[src/logic/ddsync_pkg.sv]
// Purpose: Shared constants and types for the dynamic delay sync block.
// Assumes: One cycle is one period of the distribution clock i_clk.
// Notes:   Cycle figures are fixed by the device timing.

package ddsync_pkg;

  // ==========================================================
  // Widths and sizes
  localparam int NUM_OUT = 6;
  localparam int SEL_W   = 3;
  localparam int DIV_W   = 11;
  localparam int DDLY_W  = 10;
  localparam int CNT_W   = 3;

  // ==========================================================
  // Timing in distribution-path cycles
  localparam logic [CNT_W-1:0]  SHOT_DELAY_CYC = 3'h3;
  localparam logic [CNT_W-1:0]  SHOT_WIDTH_CYC = 3'h3;
  localparam logic [CNT_W-1:0]  FORCE_LOW_CYC  = 3'h5;
  localparam logic [DDLY_W:0]   RISE_FIXED_CYC = 11'h005;
  localparam logic [DIV_W-1:0]  DIV_MIN        = 11'h002;

  // ==========================================================
  // Reset values
  localparam logic SYNC_EN_RESET = 1'h1;

  // ==========================================================
  // Sequencer states
  typedef enum logic [2:0] {
    DDS_IDLE = 3'h0,
    DDS_QUAL1 = 3'h1,
    DDS_QUAL2 = 3'h2,
    DDS_WAIT = 3'h3,
    DDS_SHOT = 3'h4,
    DDS_TAIL = 3'h5
  } ddsync_state_t;

endpackage

[src/logic/ddsync_ctl_if.sv]
// Purpose: Control path between the sync sequencer and the output bank.
// Assumes: Single clock domain.
// Notes:   Pulses last one cycle.

`timescale 1ns/10ps
`default_nettype none

interface ddsync_ctl_if #(
  parameter int N = ddsync_pkg::NUM_OUT
);
  logic [N-1:0] force_low;
  logic         release_now;
  logic [N-1:0] exempt;
  logic [N-1:0] level;

  modport seq  (output force_low, output release_now, output exempt,
                input level);
  modport bank (input force_low, input release_now, input exempt,
                output level);
endinterface

`default_nettype wire

[src/logic/ddsync_bank.sv]
// Purpose: Output dividers with forced-low and delayed restart.
// Assumes: Divider values of 0 or 1 behave as 2.
// Notes:   Odd divides get the extra cycle in the high phase.

`timescale 1ns/10ps
`default_nettype none

module ddsync_bank #(
  parameter int N      = ddsync_pkg::NUM_OUT,
  parameter int DIV_W  = ddsync_pkg::DIV_W,
  parameter int DDLY_W = ddsync_pkg::DDLY_W
) (
  input  wire logic              i_clk,      // distribution clock
  input  wire logic              i_rst,      // async reset, high
  input  wire logic [N*DIV_W-1:0]  i_div,    // output_divider per output
  input  wire logic [N*DDLY_W-1:0] i_ddly,   // digital_delay_count
  ddsync_ctl_if.bank             ctl         // sequencer control
);

  typedef struct packed {
    logic [DIV_W-1:0] cnt;
    logic [DDLY_W:0]  rel_cnt;
    logic             rel_active;
    logic             held;
    logic             level;
  } ddsync_chan_t;

  typedef struct packed {
    ddsync_chan_t [N-1:0] ch;
  } ddsync_bank_t;

  ddsync_bank_t st;
  ddsync_bank_t next_st;

  // ==========================================================
  // Per-output behaviour
  always_comb begin
    logic [DIV_W-1:0] div;
    logic [DIV_W-1:0] lo_len;
    logic [DIV_W-1:0] hi_len;
    logic [DIV_W-1:0] phase_len;
    div       = '0;
    lo_len    = '0;
    hi_len    = '0;
    phase_len = '0;
    next_st   = st;
    for (int i = 0; i < N; i++) begin
      div = i_div[i*DIV_W +: DIV_W];
      if (div < ddsync_pkg::DIV_MIN) begin
        div = ddsync_pkg::DIV_MIN;
      end
      lo_len    = div >> 1;
      hi_len    = div - lo_len;
      phase_len = st.ch[i].level ? hi_len : lo_len;
      if (ctl.exempt[i]) begin
        next_st.ch[i].held       = 1'h0;
        next_st.ch[i].rel_active = 1'h0;
      end
      if (ctl.release_now && !ctl.exempt[i]) begin
        // New delay count is picked up only here.
        next_st.ch[i].rel_active = 1'h1;
        next_st.ch[i].held       = 1'h1;
        // The count lands one cycle after the one-shot ends, so that
        // cycle is taken off here to keep the rise on time.
        next_st.ch[i].rel_cnt    = ddsync_pkg::RISE_FIXED_CYC - 1'h1 +
          {1'h0, i_ddly[i*DDLY_W +: DDLY_W]};
      end else if (st.ch[i].rel_active) begin
        if (st.ch[i].rel_cnt <= 1) begin
          next_st.ch[i].rel_active = 1'h0;
          next_st.ch[i].held       = 1'h0;
          next_st.ch[i].level      = 1'h1;
          next_st.ch[i].cnt        = '0;
        end else begin
          next_st.ch[i].rel_cnt = st.ch[i].rel_cnt - 1'h1;
        end
      end else if (!st.ch[i].held) begin
        if (st.ch[i].cnt + 1'h1 >= phase_len) begin
          next_st.ch[i].cnt   = '0;
          next_st.ch[i].level = ~st.ch[i].level;
        end else begin
          next_st.ch[i].cnt = st.ch[i].cnt + 1'h1;
        end
      end
      // A high phase cut short here leaves a runt pulse.
      if (ctl.force_low[i] && !ctl.exempt[i]) begin
        next_st.ch[i].level = 1'h0;
        next_st.ch[i].held  = 1'h1;
        next_st.ch[i].cnt   = '0;
      end
      if (st.ch[i].rel_active && st.ch[i].rel_cnt <= 1 &&
          !ctl.release_now && !ctl.exempt[i]) begin
        next_st.ch[i].level = 1'h1;
        next_st.ch[i].held  = 1'h0;
      end
    end
  end

  always_ff @(posedge i_clk or posedge i_rst) begin
    if (i_rst) begin
      st <= '0;
    end else begin
      st <= next_st;
    end
  end

  generate
    for (genvar g = 0; g < N; g++) begin : g_lvl
      assign ctl.level[g] = st.ch[g].level;
    end
  endgenerate

endmodule

`default_nettype wire

[src/logic/ddsync_top.sv]
// Purpose: Qualified sync sequencer for dynamic digital delay.
// Assumes: i_clk is the distribution path clock; one cycle per period.
// Notes:   Half-step is passed out as a level for an external half-cycle
//          shifter, since a single-edge design cannot move half a cycle.
//
// How it works
// - qualified request waits two falling edges of qualifying clock.
// - non-exempt outputs forced low six cycles after one-shot start.
// - outputs rise five plus delay-count cycles after one-shot ends.
// - exempt outputs ignore sync and keep toggling.
// - qualify enable makes sync wait on the selected output clock.
// - sync enable resets to one; a sync starts only while set, and one already under way runs to its end.
// - feedback select picks the qualifying output; 2 picks output two.
// - sync never alters half-step, so absolute mode keeps it fixed.
// - auto-sync on: a delay register write starts a sync.
// - only an asserting edge of pin xor invert (pin edge or invert change) or an auto-sync delay write starts an internal one-shot; no pulse timing needed.
// - delay count 7 half-step 1 is zero offset; steps add phase.
// - delay counts wrap; count 5 gives 240 degrees, 6 gives 330.
// - forcing low may leave a short glitch pulse.
// - state_a mask stops lost lock from entering state_a.
// - one-shot starts three cycles after qualify, lasts three.
// - half-step acts at once; delay count only after sync.

`timescale 1ns/10ps
`default_nettype none

module ddsync_top #(
  parameter int N      = ddsync_pkg::NUM_OUT,
  parameter int SEL_W  = ddsync_pkg::SEL_W,
  parameter int DIV_W  = ddsync_pkg::DIV_W,
  parameter int DDLY_W = ddsync_pkg::DDLY_W
) (
  input  wire logic                i_clk,         // distribution clock
  input  wire logic                i_rst,         // async reset, high
  input  wire logic                i_sync_pin,    // sync request pin
  input  wire logic                i_resync_polarity_invert, // pin invert
  input  wire logic                i_qualify_enable, // qualify by output
  input  wire logic                i_cfg_load,    // latch i_sync_enable
  input  wire logic                i_sync_enable, // sync function enable
  input  wire logic                i_auto_sync,   // auto sync on write
  input  wire logic                i_delay_write, // delay register write
  input  wire logic [SEL_W-1:0]    i_feedback_select, // qualifier choice
  input  wire logic [N-1:0]        i_resync_exempt,   // sync-exempt bits
  input  wire logic [N-1:0]        i_half_step,       // half-step bits
  input  wire logic [N*DIV_W-1:0]  i_output_divider,  // dividers
  input  wire logic [N*DDLY_W-1:0] i_digital_delay_count, // delay counts
  input  wire logic                i_digital_lock_detect, // lock status
  input  wire logic                i_lock_loss_state_a_mask, // mask
  output logic      [N-1:0]        o_clk_out,     // output clocks
  output logic      [N-1:0]        o_half_shift,  // half-step applied
  output logic                     o_sync_busy,   // sync in progress
  output logic                     o_relative_mode, // qualifier not exempt
  output logic                     o_sync_enabled,  // sync enable state
  output logic                     o_state_a        // state_a state
);

  typedef struct packed {
    ddsync_pkg::ddsync_state_t fsm;
    logic [ddsync_pkg::CNT_W-1:0] t;
    logic           pin_s1;
    logic           pin_s2;
    logic           asserted_prev;
    logic           pending;
    logic           qual_prev;
    logic           sync_en;
    logic           release_now;
    logic [N-1:0]   force_low;
    logic [N-1:0]   half_shift;
    logic           busy;
    logic           relative;
    logic           state_a;
  } ddsync_top_t;

  ddsync_top_t st;
  ddsync_top_t next_st;

  ddsync_ctl_if #(.N(N)) ctl ();

  // ==========================================================
  // Helpers
  function automatic logic pick(input logic [N-1:0] v,
                                input logic [SEL_W-1:0] s);
    logic r;
    r = 1'h0;
    if (int'(s) < N) begin
      r = v[s];
    end
    return r;
  endfunction

  // ==========================================================
  // Sequencer
  always_comb begin
    logic asserted;
    logic req;
    logic qual_now;
    logic qual_fall;
    asserted  = 1'h0;
    req       = 1'h0;
    qual_now  = 1'h0;
    qual_fall = 1'h0;
    next_st   = st;

    next_st.pin_s1 = i_sync_pin;
    next_st.pin_s2 = st.pin_s1;
    asserted = st.pin_s2 ^ i_resync_polarity_invert;
    next_st.asserted_prev = asserted;
    // A single edge is remembered, so any pulse width will do.
    req = (asserted && !st.asserted_prev) ||
          (i_auto_sync && i_delay_write);

    // Feedback select names the qualifying clock.
    qual_now  = pick(ctl.level, i_feedback_select);
    qual_fall = st.qual_prev && !qual_now;
    next_st.qual_prev = qual_now;

    if (i_cfg_load) begin
      next_st.sync_en = i_sync_enable;
    end

    next_st.release_now = 1'h0;
    next_st.force_low   = '0;

    case (st.fsm)
      ddsync_pkg::DDS_IDLE: begin
        if (st.pending && st.sync_en) begin
          next_st.pending = 1'h0;
          next_st.t       = '0;
          if (i_qualify_enable) begin
            next_st.fsm = ddsync_pkg::DDS_QUAL1;
          end else begin
            next_st.fsm = ddsync_pkg::DDS_WAIT;
          end
        end else if (!st.sync_en) begin
          next_st.pending = 1'h0;
        end
      end
      ddsync_pkg::DDS_QUAL1: begin
        if (qual_fall) begin
          next_st.fsm = ddsync_pkg::DDS_QUAL2;
        end
      end
      ddsync_pkg::DDS_QUAL2: begin
        if (qual_fall) begin
          next_st.fsm = ddsync_pkg::DDS_WAIT;
          next_st.t   = '0;
        end
      end
      ddsync_pkg::DDS_WAIT: begin
        if (st.t == ddsync_pkg::SHOT_DELAY_CYC - 1'h1) begin
          next_st.fsm = ddsync_pkg::DDS_SHOT;
          next_st.t   = '0;
        end else begin
          next_st.t = st.t + 1'h1;
        end
      end
      ddsync_pkg::DDS_SHOT: begin
        next_st.t = st.t + 1'h1;
        if (st.t == ddsync_pkg::SHOT_WIDTH_CYC - 1'h1) begin
          next_st.fsm         = ddsync_pkg::DDS_TAIL;
          next_st.release_now = 1'h1;
        end
      end
      ddsync_pkg::DDS_TAIL: begin
        next_st.t = st.t + 1'h1;
        if (st.t == ddsync_pkg::FORCE_LOW_CYC - 1'h1) begin
          next_st.force_low = ~i_resync_exempt;
          next_st.fsm       = ddsync_pkg::DDS_IDLE;
        end
      end
      default: begin
        next_st.fsm = ddsync_pkg::DDS_IDLE;
        next_st.t   = '0;
      end
    endcase

    // A request in the cycle that consumes the old one is kept.
    if (req && st.sync_en) begin
      next_st.pending = 1'h1;
    end

    next_st.busy = (next_st.fsm != ddsync_pkg::DDS_IDLE);
    // Half-step follows software at once; sync never touches it.
    next_st.half_shift = i_half_step;
    // Qualifier not exempt means its own phase moves too.
    next_st.relative = i_qualify_enable &&
                       !pick(i_resync_exempt, i_feedback_select);
    next_st.state_a = !i_digital_lock_detect &&
                       !i_lock_loss_state_a_mask;
  end

  always_ff @(posedge i_clk or posedge i_rst) begin
    if (i_rst) begin
      st         <= '0;
      st.fsm     <= ddsync_pkg::DDS_IDLE;
      st.sync_en <= ddsync_pkg::SYNC_EN_RESET;
    end else begin
      st <= next_st;
    end
  end

  // ==========================================================
  // Output bank
  assign ctl.force_low   = st.force_low;
  assign ctl.release_now = st.release_now;
  assign ctl.exempt      = i_resync_exempt;

  ddsync_bank #(
    .N      (N),
    .DIV_W  (DIV_W),
    .DDLY_W (DDLY_W)
  ) u_bank (
    .i_clk  (i_clk),
    .i_rst  (i_rst),
    .i_div  (i_output_divider),
    .i_ddly (i_digital_delay_count),
    .ctl    (ctl)
  );

  assign o_clk_out       = ctl.level;
  assign o_half_shift    = st.half_shift;
  assign o_sync_busy     = st.busy;
  assign o_relative_mode = st.relative;
  assign o_sync_enabled  = st.sync_en;
  assign o_state_a       = st.state_a;

endmodule

`default_nettype wire

[config.mk]
export PLATFORM = sky130hd
export DESIGN_NAME = ddsync_top
export DESIGN_NICKNAME = d
export VERILOG_FILES = /design/src/logic/ddsync_pkg.sv /design/src/logic/ddsync_ctl_if.sv /design/src/logic/ddsync_bank.sv /design/src/logic/ddsync_top.sv
export SDC_FILE = /design/constraint.sdc
export NUM_CORES = 1
export LEC_CHECK = 0
export ABC_AREA = 1
export ABC_CLOCK_PERIOD_IN_PS = 12900
export BUFFER_PORTS_ARGS = -buffer_cell sky130_fd_sc_hd__buf_2
export CORE_MARGIN = 2
export CORE_UTILIZATION = 35
export CTS_CLUSTER_SIZE = 14
export DETAILED_ROUTE_END_ITERATION = 10
export PLACE_DENSITY = 0.56
export SLEW_MARGIN = 20
export SYNTH_ARGS = -nofsm -noshare
export SYNTH_HDL_FRONTEND = slang
export SYNTH_SLANG_ARGS = --single-unit
[constraint.sdc]
create_clock -name i_clk -period 12.9 [get_ports i_clk]
set_clock_uncertainty 0.05 [all_clocks]
set_input_delay 0 -clock i_clk [delete_from_list [all_inputs] [get_ports i_clk]]
set_output_delay 0 -clock i_clk [all_outputs]
set_load 0.005 [all_outputs]
**After elaboration in Yosys (flattened, before gate mapping)**

Index checks and enable logic that the tools add are counted.

- Bits in registers: 178
- Latch bits: 0
- Memory bits (writable): 0
- ROM bits: 0
- Bits of input ports: 152
- Output and inout bits: 16
- Word-level logic and storage cells: 374
- Memories kept: 0

- Add/sub/neg operators: 25
- $mul: 0
- Divide/modulo/power cells: 0
- Magnitude comparators: 20
- Equal/unequal tests: 52
- Shift operators: 0
- Muxes and demuxes: 138
- Bitwise logic cells: 9
- Reductions and logical operators: 86

Operator list:

| cell | count |
|---|---|
| $mux W11 | 54 |
| $mux W13 | 12 |
| $add A11 B1 Y11 const B | 6 |
| $add A3 B10 Y11 const A | 6 |
| $ge A11 B11 Y1 | 6 |
| $le A11 B1 Y1 const B | 6 |
| $lt A11 B2 Y1 const B | 6 |
| $sub A11 B1 Y11 const B | 6 |
| $sub A11 B10 Y11 | 6 |
| $mux W2 | 19 |
| $logic_and A1 B1 Y1 | 37 |
| $ne A3 B3 Y1 const B | 12 |
| $mux W1 | 34 |
| $mux W3 | 11 |
| $mux W6 | 4 |
| $ne A4 B3 Y1 const B | 6 |
| $ne A4 B4 Y1 const B | 6 |
| $reduce_and A4 Y1 | 6 |
| $reduce_bool A4 Y1 | 6 |
| $reduce_and A3 Y1 | 7 |
| $ne A3 B2 Y1 const B | 6 |
| $pmux W3 S6 | 1 |
| $ne A2 B2 Y1 const B | 8 |
| $pmux W3 S5 | 1 |
| 19 further kinds | 58 |

**Depth between registers and ports, before layout**

Gate-level depths: netlist (run 1).

- Word-level depth: 11
- Depth in mapped cells: 29
- Depth with buffers taken out: 29

**Hierarchy**

Synthesis (run 1) repeated with hierarchy kept, for this count alone.

- Cell total of the unflattened synthesis: 2,646
- Area total of the unflattened synthesis: 17,204.0 µm²

Modules (own cells, without submodules):

| module | instances | cells each | area each (µm²) | sequential area each (µm²) |
|---|---|---|---|---|
| ddsync_bank | 1 | 2,504 | 15,921.5 | 3,753.6 |
| ddsync_top | 1 | 142 | 1,282.5 | 701.9 |

**Worst setup path after synthesis (run 1)**

No wires, ideal clock.

- Kind: input -> register
- Start point: in i_output_divider[65]
- End point: reg u_bank.st[146] (netlist bit)
- Setup time: 124 ps
- Arrival time: 2,977 ps
- Data required time: 12,726 ps
- Path slack: 9,749 ps
- Stages on the path: 27
- Path buffers: 1
- Path through: inv_1 > ha_1 > nand2_1 > nor3_1 > nand4_1 > nand2_1 > ha_1 > inv_1 > fa_1 > a21oi_1 > o21ai_0 > nand2_1 > nand2_1 > nand2_1 > nand2_1 > nand2_1 > nand3_1 > ha_1 > nand2_1 > nor2_1 > and2_1 > nand2_1 > nand4_1 > inv_1 > nand3_2 > buf_6 > o21ai_2

- Cells in the longest elaborated chain, start to end: 10

Ends and longest elaborated chain:

| item | line | RTL |
|---|---|---|
| start: declaration | ddsync_top.sv:45 | `input wire logic [N*DIV_W-1:0] i_output_divider,` |
| $lt A11 B2 Y1 | ddsync_bank.sv:49 | `if (div < ddsync_pkg::DIV_MIN) begin` |
| $mux W11 * | ddsync_bank.sv:49 |  |
| $sub A11 B10 Y11 | ddsync_bank.sv:53 | `hi_len = div - lo_len;` |
| $mux W11 * | ddsync_bank.sv:54 | `phase_len = st.ch[i].level ? hi_len : lo_len;` |
| $ge A11 B11 Y1 * | ddsync_bank.sv:77 | `if (st.ch[i].cnt + 1'h1 >= phase_len) begin` |
| $mux W11 * | ddsync_bank.sv:77 |  |
| $mux W11 * | ddsync_bank.sv:76 | `end else if (!st.ch[i].held) begin` |
| $mux W11 * | ddsync_bank.sv:67 | `end else if (st.ch[i].rel_active) begin` |
| $mux W11 * | ddsync_bank.sv:59 | `if (ctl.release_now && !ctl.exempt[i]) begin` |
| $mux W11 * | ddsync_bank.sv:85 | `if (ctl.force_low[i] && !ctl.exempt[i]) begin` |
| end signal: assignment | ddsync_bank.sv:102 | `st <= next_st;` |
| end: declaration | ddsync_bank.sv:32 | `ddsync_bank_t st;` |

Mark *: on every way between the ends. The rest lies on a longest branch, timed or not. The select of a mux whose other input is x is not followed.
A chain may end at the register's enable or synchronous reset.

**Worst setup path after layout (run 1)**

- Start point: in i_output_divider[65]
- End point: reg u_bank.st[148] (netlist bit)

Same word-level chain as after synthesis.

==> results.json, run 1 <==
{
  "synth_area_leaders": "dfrtp_1 26%, nand2_1 15%, ha_1 9.9%, inv_1 8.5%, nand3_1 5.7%",
  "hold_start": "i_digital_delay_count[15]",
  "min_delay_path_depth": 5,
  "clk_latency_ps": 480,
  "rsz0062_at_grt": "false",
  "cpPeakStageDelay_ps": 400,
  "yosysMostFrequentCell": "nand2_1",
  "cts_root_buf": "clkbuf_16",
  "max_freq_mhz": 295,
  "p_seq_share_pct": 32.1,
  "num_rows": 80,
  "place_inst": 3301,
  "cts_setup_buffers": 0,
  "clk_pin_slew_worst_paths_ps": 70,
  "worst_pin_slew_ps": 920,
  "path_delay_family": "simple AND/OR/NAND/NOR gates",
  "path_buf_inv": 4,
  "place_area_mm2": 0.0183,
  "wl_um": 46100,
  "yosysWarnings": 0,
  "io_buffers": 167,
  "drc": 0,
  "syn_area_mm2": 0.0170,
  "drt-initial-drc-count": 895,
  "core_area_mm2": 0.0478,
  "crit_top_cell": "nand2_1",
  "final_max_slew_viol_count": 0,
  "wl_per_cell_um": 13.4,
  "hold_path_class": "in2reg",
  "nets": 3105,
  "n_antenna_cell": 0,
  "p_leak_nw": 10.5,
  "outcome": "finished, final reports clean",
  "finalCritPeriodShare_pct": 26.3,
  "yosysTopAreaCellShare_pct": 26.0,
  "cap_violations": 0,
  "drive_above_1_share_pct": 11.0,
  "grt_usage_pct": 18.9,
  "cpMaxStageDelayCell": "fa_1",
  "cts_buffers": 17,
  "p_per_area_mw_per_mm2": 135,
  "cts_resized": 0,
  "synth.cells.most_frequent": "688 x nand2_1, 384 x inv_1, 206 x nor2_1",
  "final_cells": 3440,
  "hold_viol_final": 0,
  "crit_type": "in2reg",
  "avgSynthCellArea_um2": 6.60,
  "combPwrFrac_pct": 48.2,
  "postRouteAntennaNets": 0,
  "cp_max_fo": 11,
  "r2r-end": "u_bank.st[148]",
  "tritoncts": "done",
  "p_int_mw": 1.49,
  "cts_buffer_depth": 2,
  "place.detailed.hpwl_um": 35300,
  "drtPass1Iterations": 8,
  "syn_nets": 2870,
  "synth_async_sr_flop_share_pct": 100,
  "synth_top_area_cell": "dfrtp_1",
  "ys_ff_latch": 178,
  "vias": 17200,
  "antenna_found_initial": 0,
  "grt_pass1_wl_um": 78800,
  "clkPwrFrac_pct": 19.8,
  "synth_cells": 2577,
  "final_cell_area_mm2": 0.0200,
  "r2r_slack_ps": 9620,
  "ys_seq_area_share_pct": 26.2,
  "dieArea_mm2": 0.0504,
  "grt_start_max_net_pins": 114,
  "die_y_um": 224,
  "critPathArrivalTime_ps": 3740,
  "synthDistinctLibCells": 61,
  "cp-start-kind": "input pin",
  "cts.htree.levels": 4,
  "cp-startpoint": "i_output_divider[65]",
  "fillers": 5008,
  "finalSetupViolations": 0,
  "finalCriticalPeriod_ps": 3390,
  "synth_enable_flop_cells": 0,
  "tns_ps": 0,
  "viasPerCell": 4.99,
  "switching_share_pct": 44.7,
  "synth_flop_cell": "dfrtp_1",
  "slew_headroom_pct": 38.7,
  "gp_congestion": 0.908,
  "multi_input_area_mm2": 0.0108,
  "reg2reg_depth": 15,
  "die_x_um": 224,
  "regArea_mm2": 0.00446,
  "syn_to_final_growth_pct": 17.5,
  "holdWs_ps": 29.9,
  "min_to": "u_bank.st[33]",
  "overflow": 0,
  "p_sw_mw": 1.21,
  "ios": 168,
  "critical_path_required_ps": 13250,
  "grt_pass1_vias": 16700,
  "initial_utilization_pct": 35.5,
  "endpoint_kind": "register",
  "clock-sinks": 178,
  "irDropWorstVdd_mv": 0.0830,
  "r2r-start": "u_bank.st[139]"
}
-- power groups by stage --
stage               clock (mW)  sequential [mW]  combinational (mW)
global route             0.578            0.888                1.53
finish                   0.533            0.864                1.30
detailed placement           0            0.870                1.28
CTS                      0.558            0.862                1.31
floorplan                    0            0.801                1.03
global placement             0            0.869                1.25
-- placed cells by master, fill, tap and decap left out, drive strengths merged, types with 35 or more instances in the layout --
cell type and instances:
a21oi 110, nand4 60, a31oi 35, nor2 229, o21ai 213, ha 135, inv 396, nand3 201
buf 168, nand2 712, dlygate4sd3 107, xor2 54, dfrtp 177, nor3 53
-- area by class of cell --
class                      instances  area share [%]
timing repair buffer             275            9.58
sequential                       178            22.3
tap                              615            3.85
clock inverter                    13           0.683
inverter                         396            7.49
multi-input combinational       1944            53.9
clock buffer                      19            2.22
-- repair_timing --
item | in CTS | in global routing
hold buffers | 107 | 0
endpoints found under the setup margin | 0 | 0
hold endpoints to repair | 212 | 0
-- routing by layer --
| metal | vias up | wire, µm | share of wire (%) | GRT usage (%) |
|---|---|---|---|---|
| met4 | 0 | 848 | 1.8 | 5.30 |
| met1 | 7899 | 22700 | 49 | 25.7 |
| met2 | 314 | 20800 | 45 | 30.8 |
| met5 | - | 0 | 0 | 0 |
| li1 | 8905 | - | - | - |
| met3 | 51 | 1740 | 3.8 | 3.34 |
-- sequential cells by signal (all words and copies together) (netlist names), 6 cells and up --
register and cells:
ctl.force_low 6, o_half_shift 6, st 10, u_bank.ctl.level 6
u_bank.st 144
-- kinds of logic after synthesis --
kind of cell | Yosys count | synth area share, %
and+or+nand+nor | 1290 | 33.5
buffers and inverters | 455 | 10.5
AOI/OAI and AO/OA | 433 | 14.9
DFF | 178 | 26.2
adders and majority gates | 141 | 10.6
xor gates and xnor gates | 76 | 3.91
muxes | 4 | 0.250
-- worst max-delay path by stage --
stage               slack, ps          endpoint  cells after the start
floorplan                8020  ctl.force_low[0]                      1
global placement         9150    u_bank.st[148]                     28
detailed placement       9000    u_bank.st[148]                     27
CTS                      9520    u_bank.st[148]                     27
global route             8970    u_bank.st[148]                     28
finish                   9510    u_bank.st[148]                     27
-- worst min-delay path: stages --
cell and delay, ps:
buf_2 100, inv_1 70, xor2_1 70, a21oi_1 170
o22ai_1 90
-- per-stage QoR --
stage | total power [mW] | setup slack [ps] | utilization (%)
global route | 2.99 | 8970 | 41.8
detailed placement | 2.15 | 9000 | 38.3
CTS | 2.73 | 9520 | 41.8
global placement | 2.12 | 9150 | 38.3
floorplan | 1.83 | 8020 | -
finish | 2.70 | 9510 | 41.8
(Power assumes the default switching activity.)
==> run 2, diff against run 1 <==
--- a/config.mk
+++ b/config.mk
@@ -5,14 +5,14 @@
 export SDC_FILE = /design/constraint.sdc
 export NUM_CORES = 1
 export LEC_CHECK = 0
-export ABC_AREA = 1
-export ABC_CLOCK_PERIOD_IN_PS = 12900
+export ABC_AREA = 0
+export ABC_CLOCK_PERIOD_IN_PS = 2700
 export BUFFER_PORTS_ARGS = -buffer_cell sky130_fd_sc_hd__buf_2
 export CORE_MARGIN = 2
 export CORE_UTILIZATION = 35
 export CTS_CLUSTER_SIZE = 14
 export DETAILED_ROUTE_END_ITERATION = 10
-export PLACE_DENSITY = 0.56
+export PLACE_DENSITY = 0.58
 export SLEW_MARGIN = 20
 export SYNTH_ARGS = -nofsm -noshare
 export SYNTH_HDL_FRONTEND = slang
==> constraint.sdc (replaced) <==
create_clock -name i_clk -period 2.7 [get_ports i_clk]
set_clock_uncertainty 0.05 [all_clocks]
set_input_delay 0 -clock i_clk [delete_from_list [all_inputs] [get_ports i_clk]]
set_output_delay 0 -clock i_clk [all_outputs]
set_load 0.005 [all_outputs]
==> run 2 against run 1 <==
Net effect: the run now ends with setup timing left; total power rose to 5.4 times the previous value; synthesized cell count is 29% lower; flip-flop and latch count did not move; sequential power rose to 4.8 times the previous value; cell area is 11% higher; count of clock-buffer cells in the layout fell by 2; core utilization grew 9.8 points; critical path depth down 7; largest cell class unchanged.
==> results.json, run 2 <==
{
  "place_area_mm2": 0.0190,
  "grt_pass1_wl_um": 73100,
  "clock-sinks": 178,
  "yosysMostFrequentCell": "nand2_1",
  "yosysWarnings": 0,
  "final_common_cell": "buf_4",
  "finalSetupViolations": 72,
  "die_y_um": 212,
  "fin_ws_ps": -982,
  "p_leak_nw": 10.1,
  "wl_per_cell_um": 14.7,
  "initial_utilization_pct": 35.3,
  "synth_cells": 1834,
  "power_mw": 14.5,
  "syn_area_mm2": 0.0151,
  "overflow": 0,
  "viasPerCell": 5.14,
  "drt-initial-drc-count": 754,
  "post-place-ws_ps": -1710,
  "syn_to_final_growth_pct": 46.2,
  "synth_enable_flop_cells": 0,
  "nets": 2682,
  "clk_latency_ps": 460,
  "cp-start-kind": "input pin",
  "cap_violations": 0,
  "postRouteAntennaNets": 0,
  "endpoint_kind": "register",
  "final_max_slew_viol_count": 0,
  "crit_chain": "buf_6, or4_4, or4_4, nand2b_4, ha_4, inv_2, fa_2, nor4_4, nor2_2, or3_1, nand3_1, o21ai_1, ha_1, and3_4, nand3_2, a21oi_2, o41ai_4, buf_12, a31oi_1, mux2i_1",
  "grt_usage_pct": 19.8,
  "slew_headroom_pct": 46.1,
  "crit_top_cell": "or4_4",
  "violations": "setup timing",
  "num_rows": 76,
  "path_delay_family": "simple AND/OR/NAND/NOR gates",
  "tns_ps": -54310,
  "ios": 168,
  "crit_type": "in2reg",
  "worst_pin_slew_ps": 802,
  "ys_seq_area_share_pct": 29.4,
  "clk_pin_slew_worst_paths_ps": 70,
  "largest_reg_flops": 144,
  "grt_start_max_net_pins": 99,
  "final_cells": 2988,
  "p_per_area_mw_per_mm2": 654,
  "cpPeakStageDelay_ps": 540,
  "tritoncts": "done",
  "avgSynthCellArea_um2": 8.25,
  "outcome": "finished, violations left",
  "ys_ff_latch": 178,
  "synth_async_sr_flop_share_pct": 100,
  "synth_area_leaders": "dfrtp_1 29%, ha_1 11%, xnor2_1 5.4%, xor2_1 4.9%, nand2_1 4.7%",
  "rsz0062_at_grt": "true",
  "regMostFlops": "u_bank.st",
  "r2r_slack_ps": -360,
  "hold_viol_final": 0,
  "fillers": 3986,
  "finalCritPeriodShare_pct": 136,
  "synth_top_area_cell": "dfrtp_1",
  "critPathArrivalTime_ps": 4010,
  "cts_root_buf": "clkbuf_16",
  "cpMaxStageDelayCell": "or4_4",
  "final_cell_area_mm2": 0.0221,
  "dieArea_mm2": 0.0449,
  "drtPass1Iterations": 7,
  "critical_path_required_ps": 3030,
  "vias": 15400,
  "antenna_found_initial": 3,
  "place_inst": 2781,
  "cts.htree.levels": 4,
  "hold_path_class": "in2reg",
  "cts_buffers": 17,
  "yosysTopAreaCellShare_pct": 29.3,
  "cts_buffer_depth": 2,
  "finalCriticalPeriod_ps": 3680,
  "path_buf_inv": 3,
  "core_area_mm2": 0.0429,
  "drc": 0,
  "gp_congestion": 0.842,
  "synth_flop_cell": "dfrtp_1",
  "drive_above_1_share_pct": 32.3,
  "final_cell_mix": "331 x buf_4, 181 x nand2_1, 177 x dfrtp_1",
  "irDropWorstVdd_mv": 0.427,
  "io_buffers": 167,
  "wl_um": 44000,
  "max_freq_mhz": 272,
  "die_x_um": 212,
  "cp_max_fo": 10,
  "syn_nets": 2127,
  "place.detailed.hpwl_um": 32000,
  "grt_pass1_vias": 15700,
  "layout_top_registers": "u_bank.st: 144 flops, st: 10 flops",
  "synth.cells.most_frequent": "191 x nand2_1, 177 x dfrtp_1, 141 x nor2_1",
  "synthDistinctLibCells": 76
}
[run 2: layout make-up]
cell class	count	area [µm²]	share of cell area [%]
antenna	1	2.50	0.0113
clock buffer	17	425	1.92
tap	585	732	3.31
clock inverter	15	179	0.809
multi-input combinational	1463	11100	50.3
inverter	104	429	1.94
timing repair buffer	625	4770	21.6
sequential	178	4460	20.1
[run 2: worst register-to-register path, delay by kind of cell (launching register included)]
kind / cells / cell delay (ps)
and+or+nand+nor: 6 / 1540
DFF: 1 / 360
AOI/OAI and AO/OA: 4 / 610
adders and majority gates: 1 / 180
xor gates and xnor gates: 1 / 170
buffers and inverters: 1 / 90
[run 2: kinds of logic (layout without fill, tap and decap cells)]
kind of cell | after synthesis | count (layout) | share of synthesized area [%]
AOI/OAI and AO/OA | 421 | 421 | 18.4
xor gates and xnor gates | 177 | 177 | 10.2
adders and majority gates | 141 | 141 | 12.0
buffers and inverters | 194 | 761 | 5.31
DFF | 178 | 178 | 29.4
muxes | 28 | 28 | 2.06
other | 0 | 1 | 0
and+or+nand+nor | 695 | 696 | 22.5
[run 2: metrics by stage]
| step | hold WS, ps | utilization (%) |
|---|---|---|
| 2_1_floorplan | -18.6 | - |
| 3_3_place_gp | 58.1 | 44.2 |
| 3_5_place_dp | 61.6 | 44.2 |
| 4_1_cts | 14.6 | 50.5 |
| 5_1_grt | 63.0 | 51.6 |
| 6_report | 35.1 | 51.6 |
[run 2: per-layer routing]
metal | wire [µm] | GRT usage [%] | up-vias | share of wire (%)
met5 | 31 | 0 | - | 0.070
met4 | 788 | 5.93 | 4 | 1.8
met3 | 1500 | 3.63 | 71 | 3.4
met2 | 22100 | 35.3 | 279 | 50
met1 | 19600 | 24.3 | 7326 | 45
li1 | - | - | 7673 | -
[run 2: final timing paths]
check                           depth (start not counted)             end                 startpoint
worst max register to register                         13  u_bank.st[115]             u_bank.st[118]
min in group asynchronous                               4   u_bank.st[16]                      i_rst
worst min register to register                          0          st[20]                next_st[20]
worst min-delay path                                    4   u_bank.st[84]  i_digital_delay_count[36]
max in group asynchronous                               4   u_bank.st[29]                      i_rst
worst max-delay path                                   20   u_bank.st[16]        i_output_divider[5]
[run 2: timing repair]
item / CTS / global route
hold buffers: 99 / 0
gates cloned: 4 / 0
gates resized for setup: 142 / 73
endpoints found under the setup margin: 72 / 73
endpoints found under the hold margin: 281 / 0
pin swaps: 89 / 73
buffers inserted: 59 / 18
[run 2: where the power goes]
| group | internal [mW] | switching, mW |
|---|---|---|
| Sequential | 3.36 | 0.793 |
| Combinational | 3.97 | 3.71 |
| Clock | 1.47 | 1.17 |
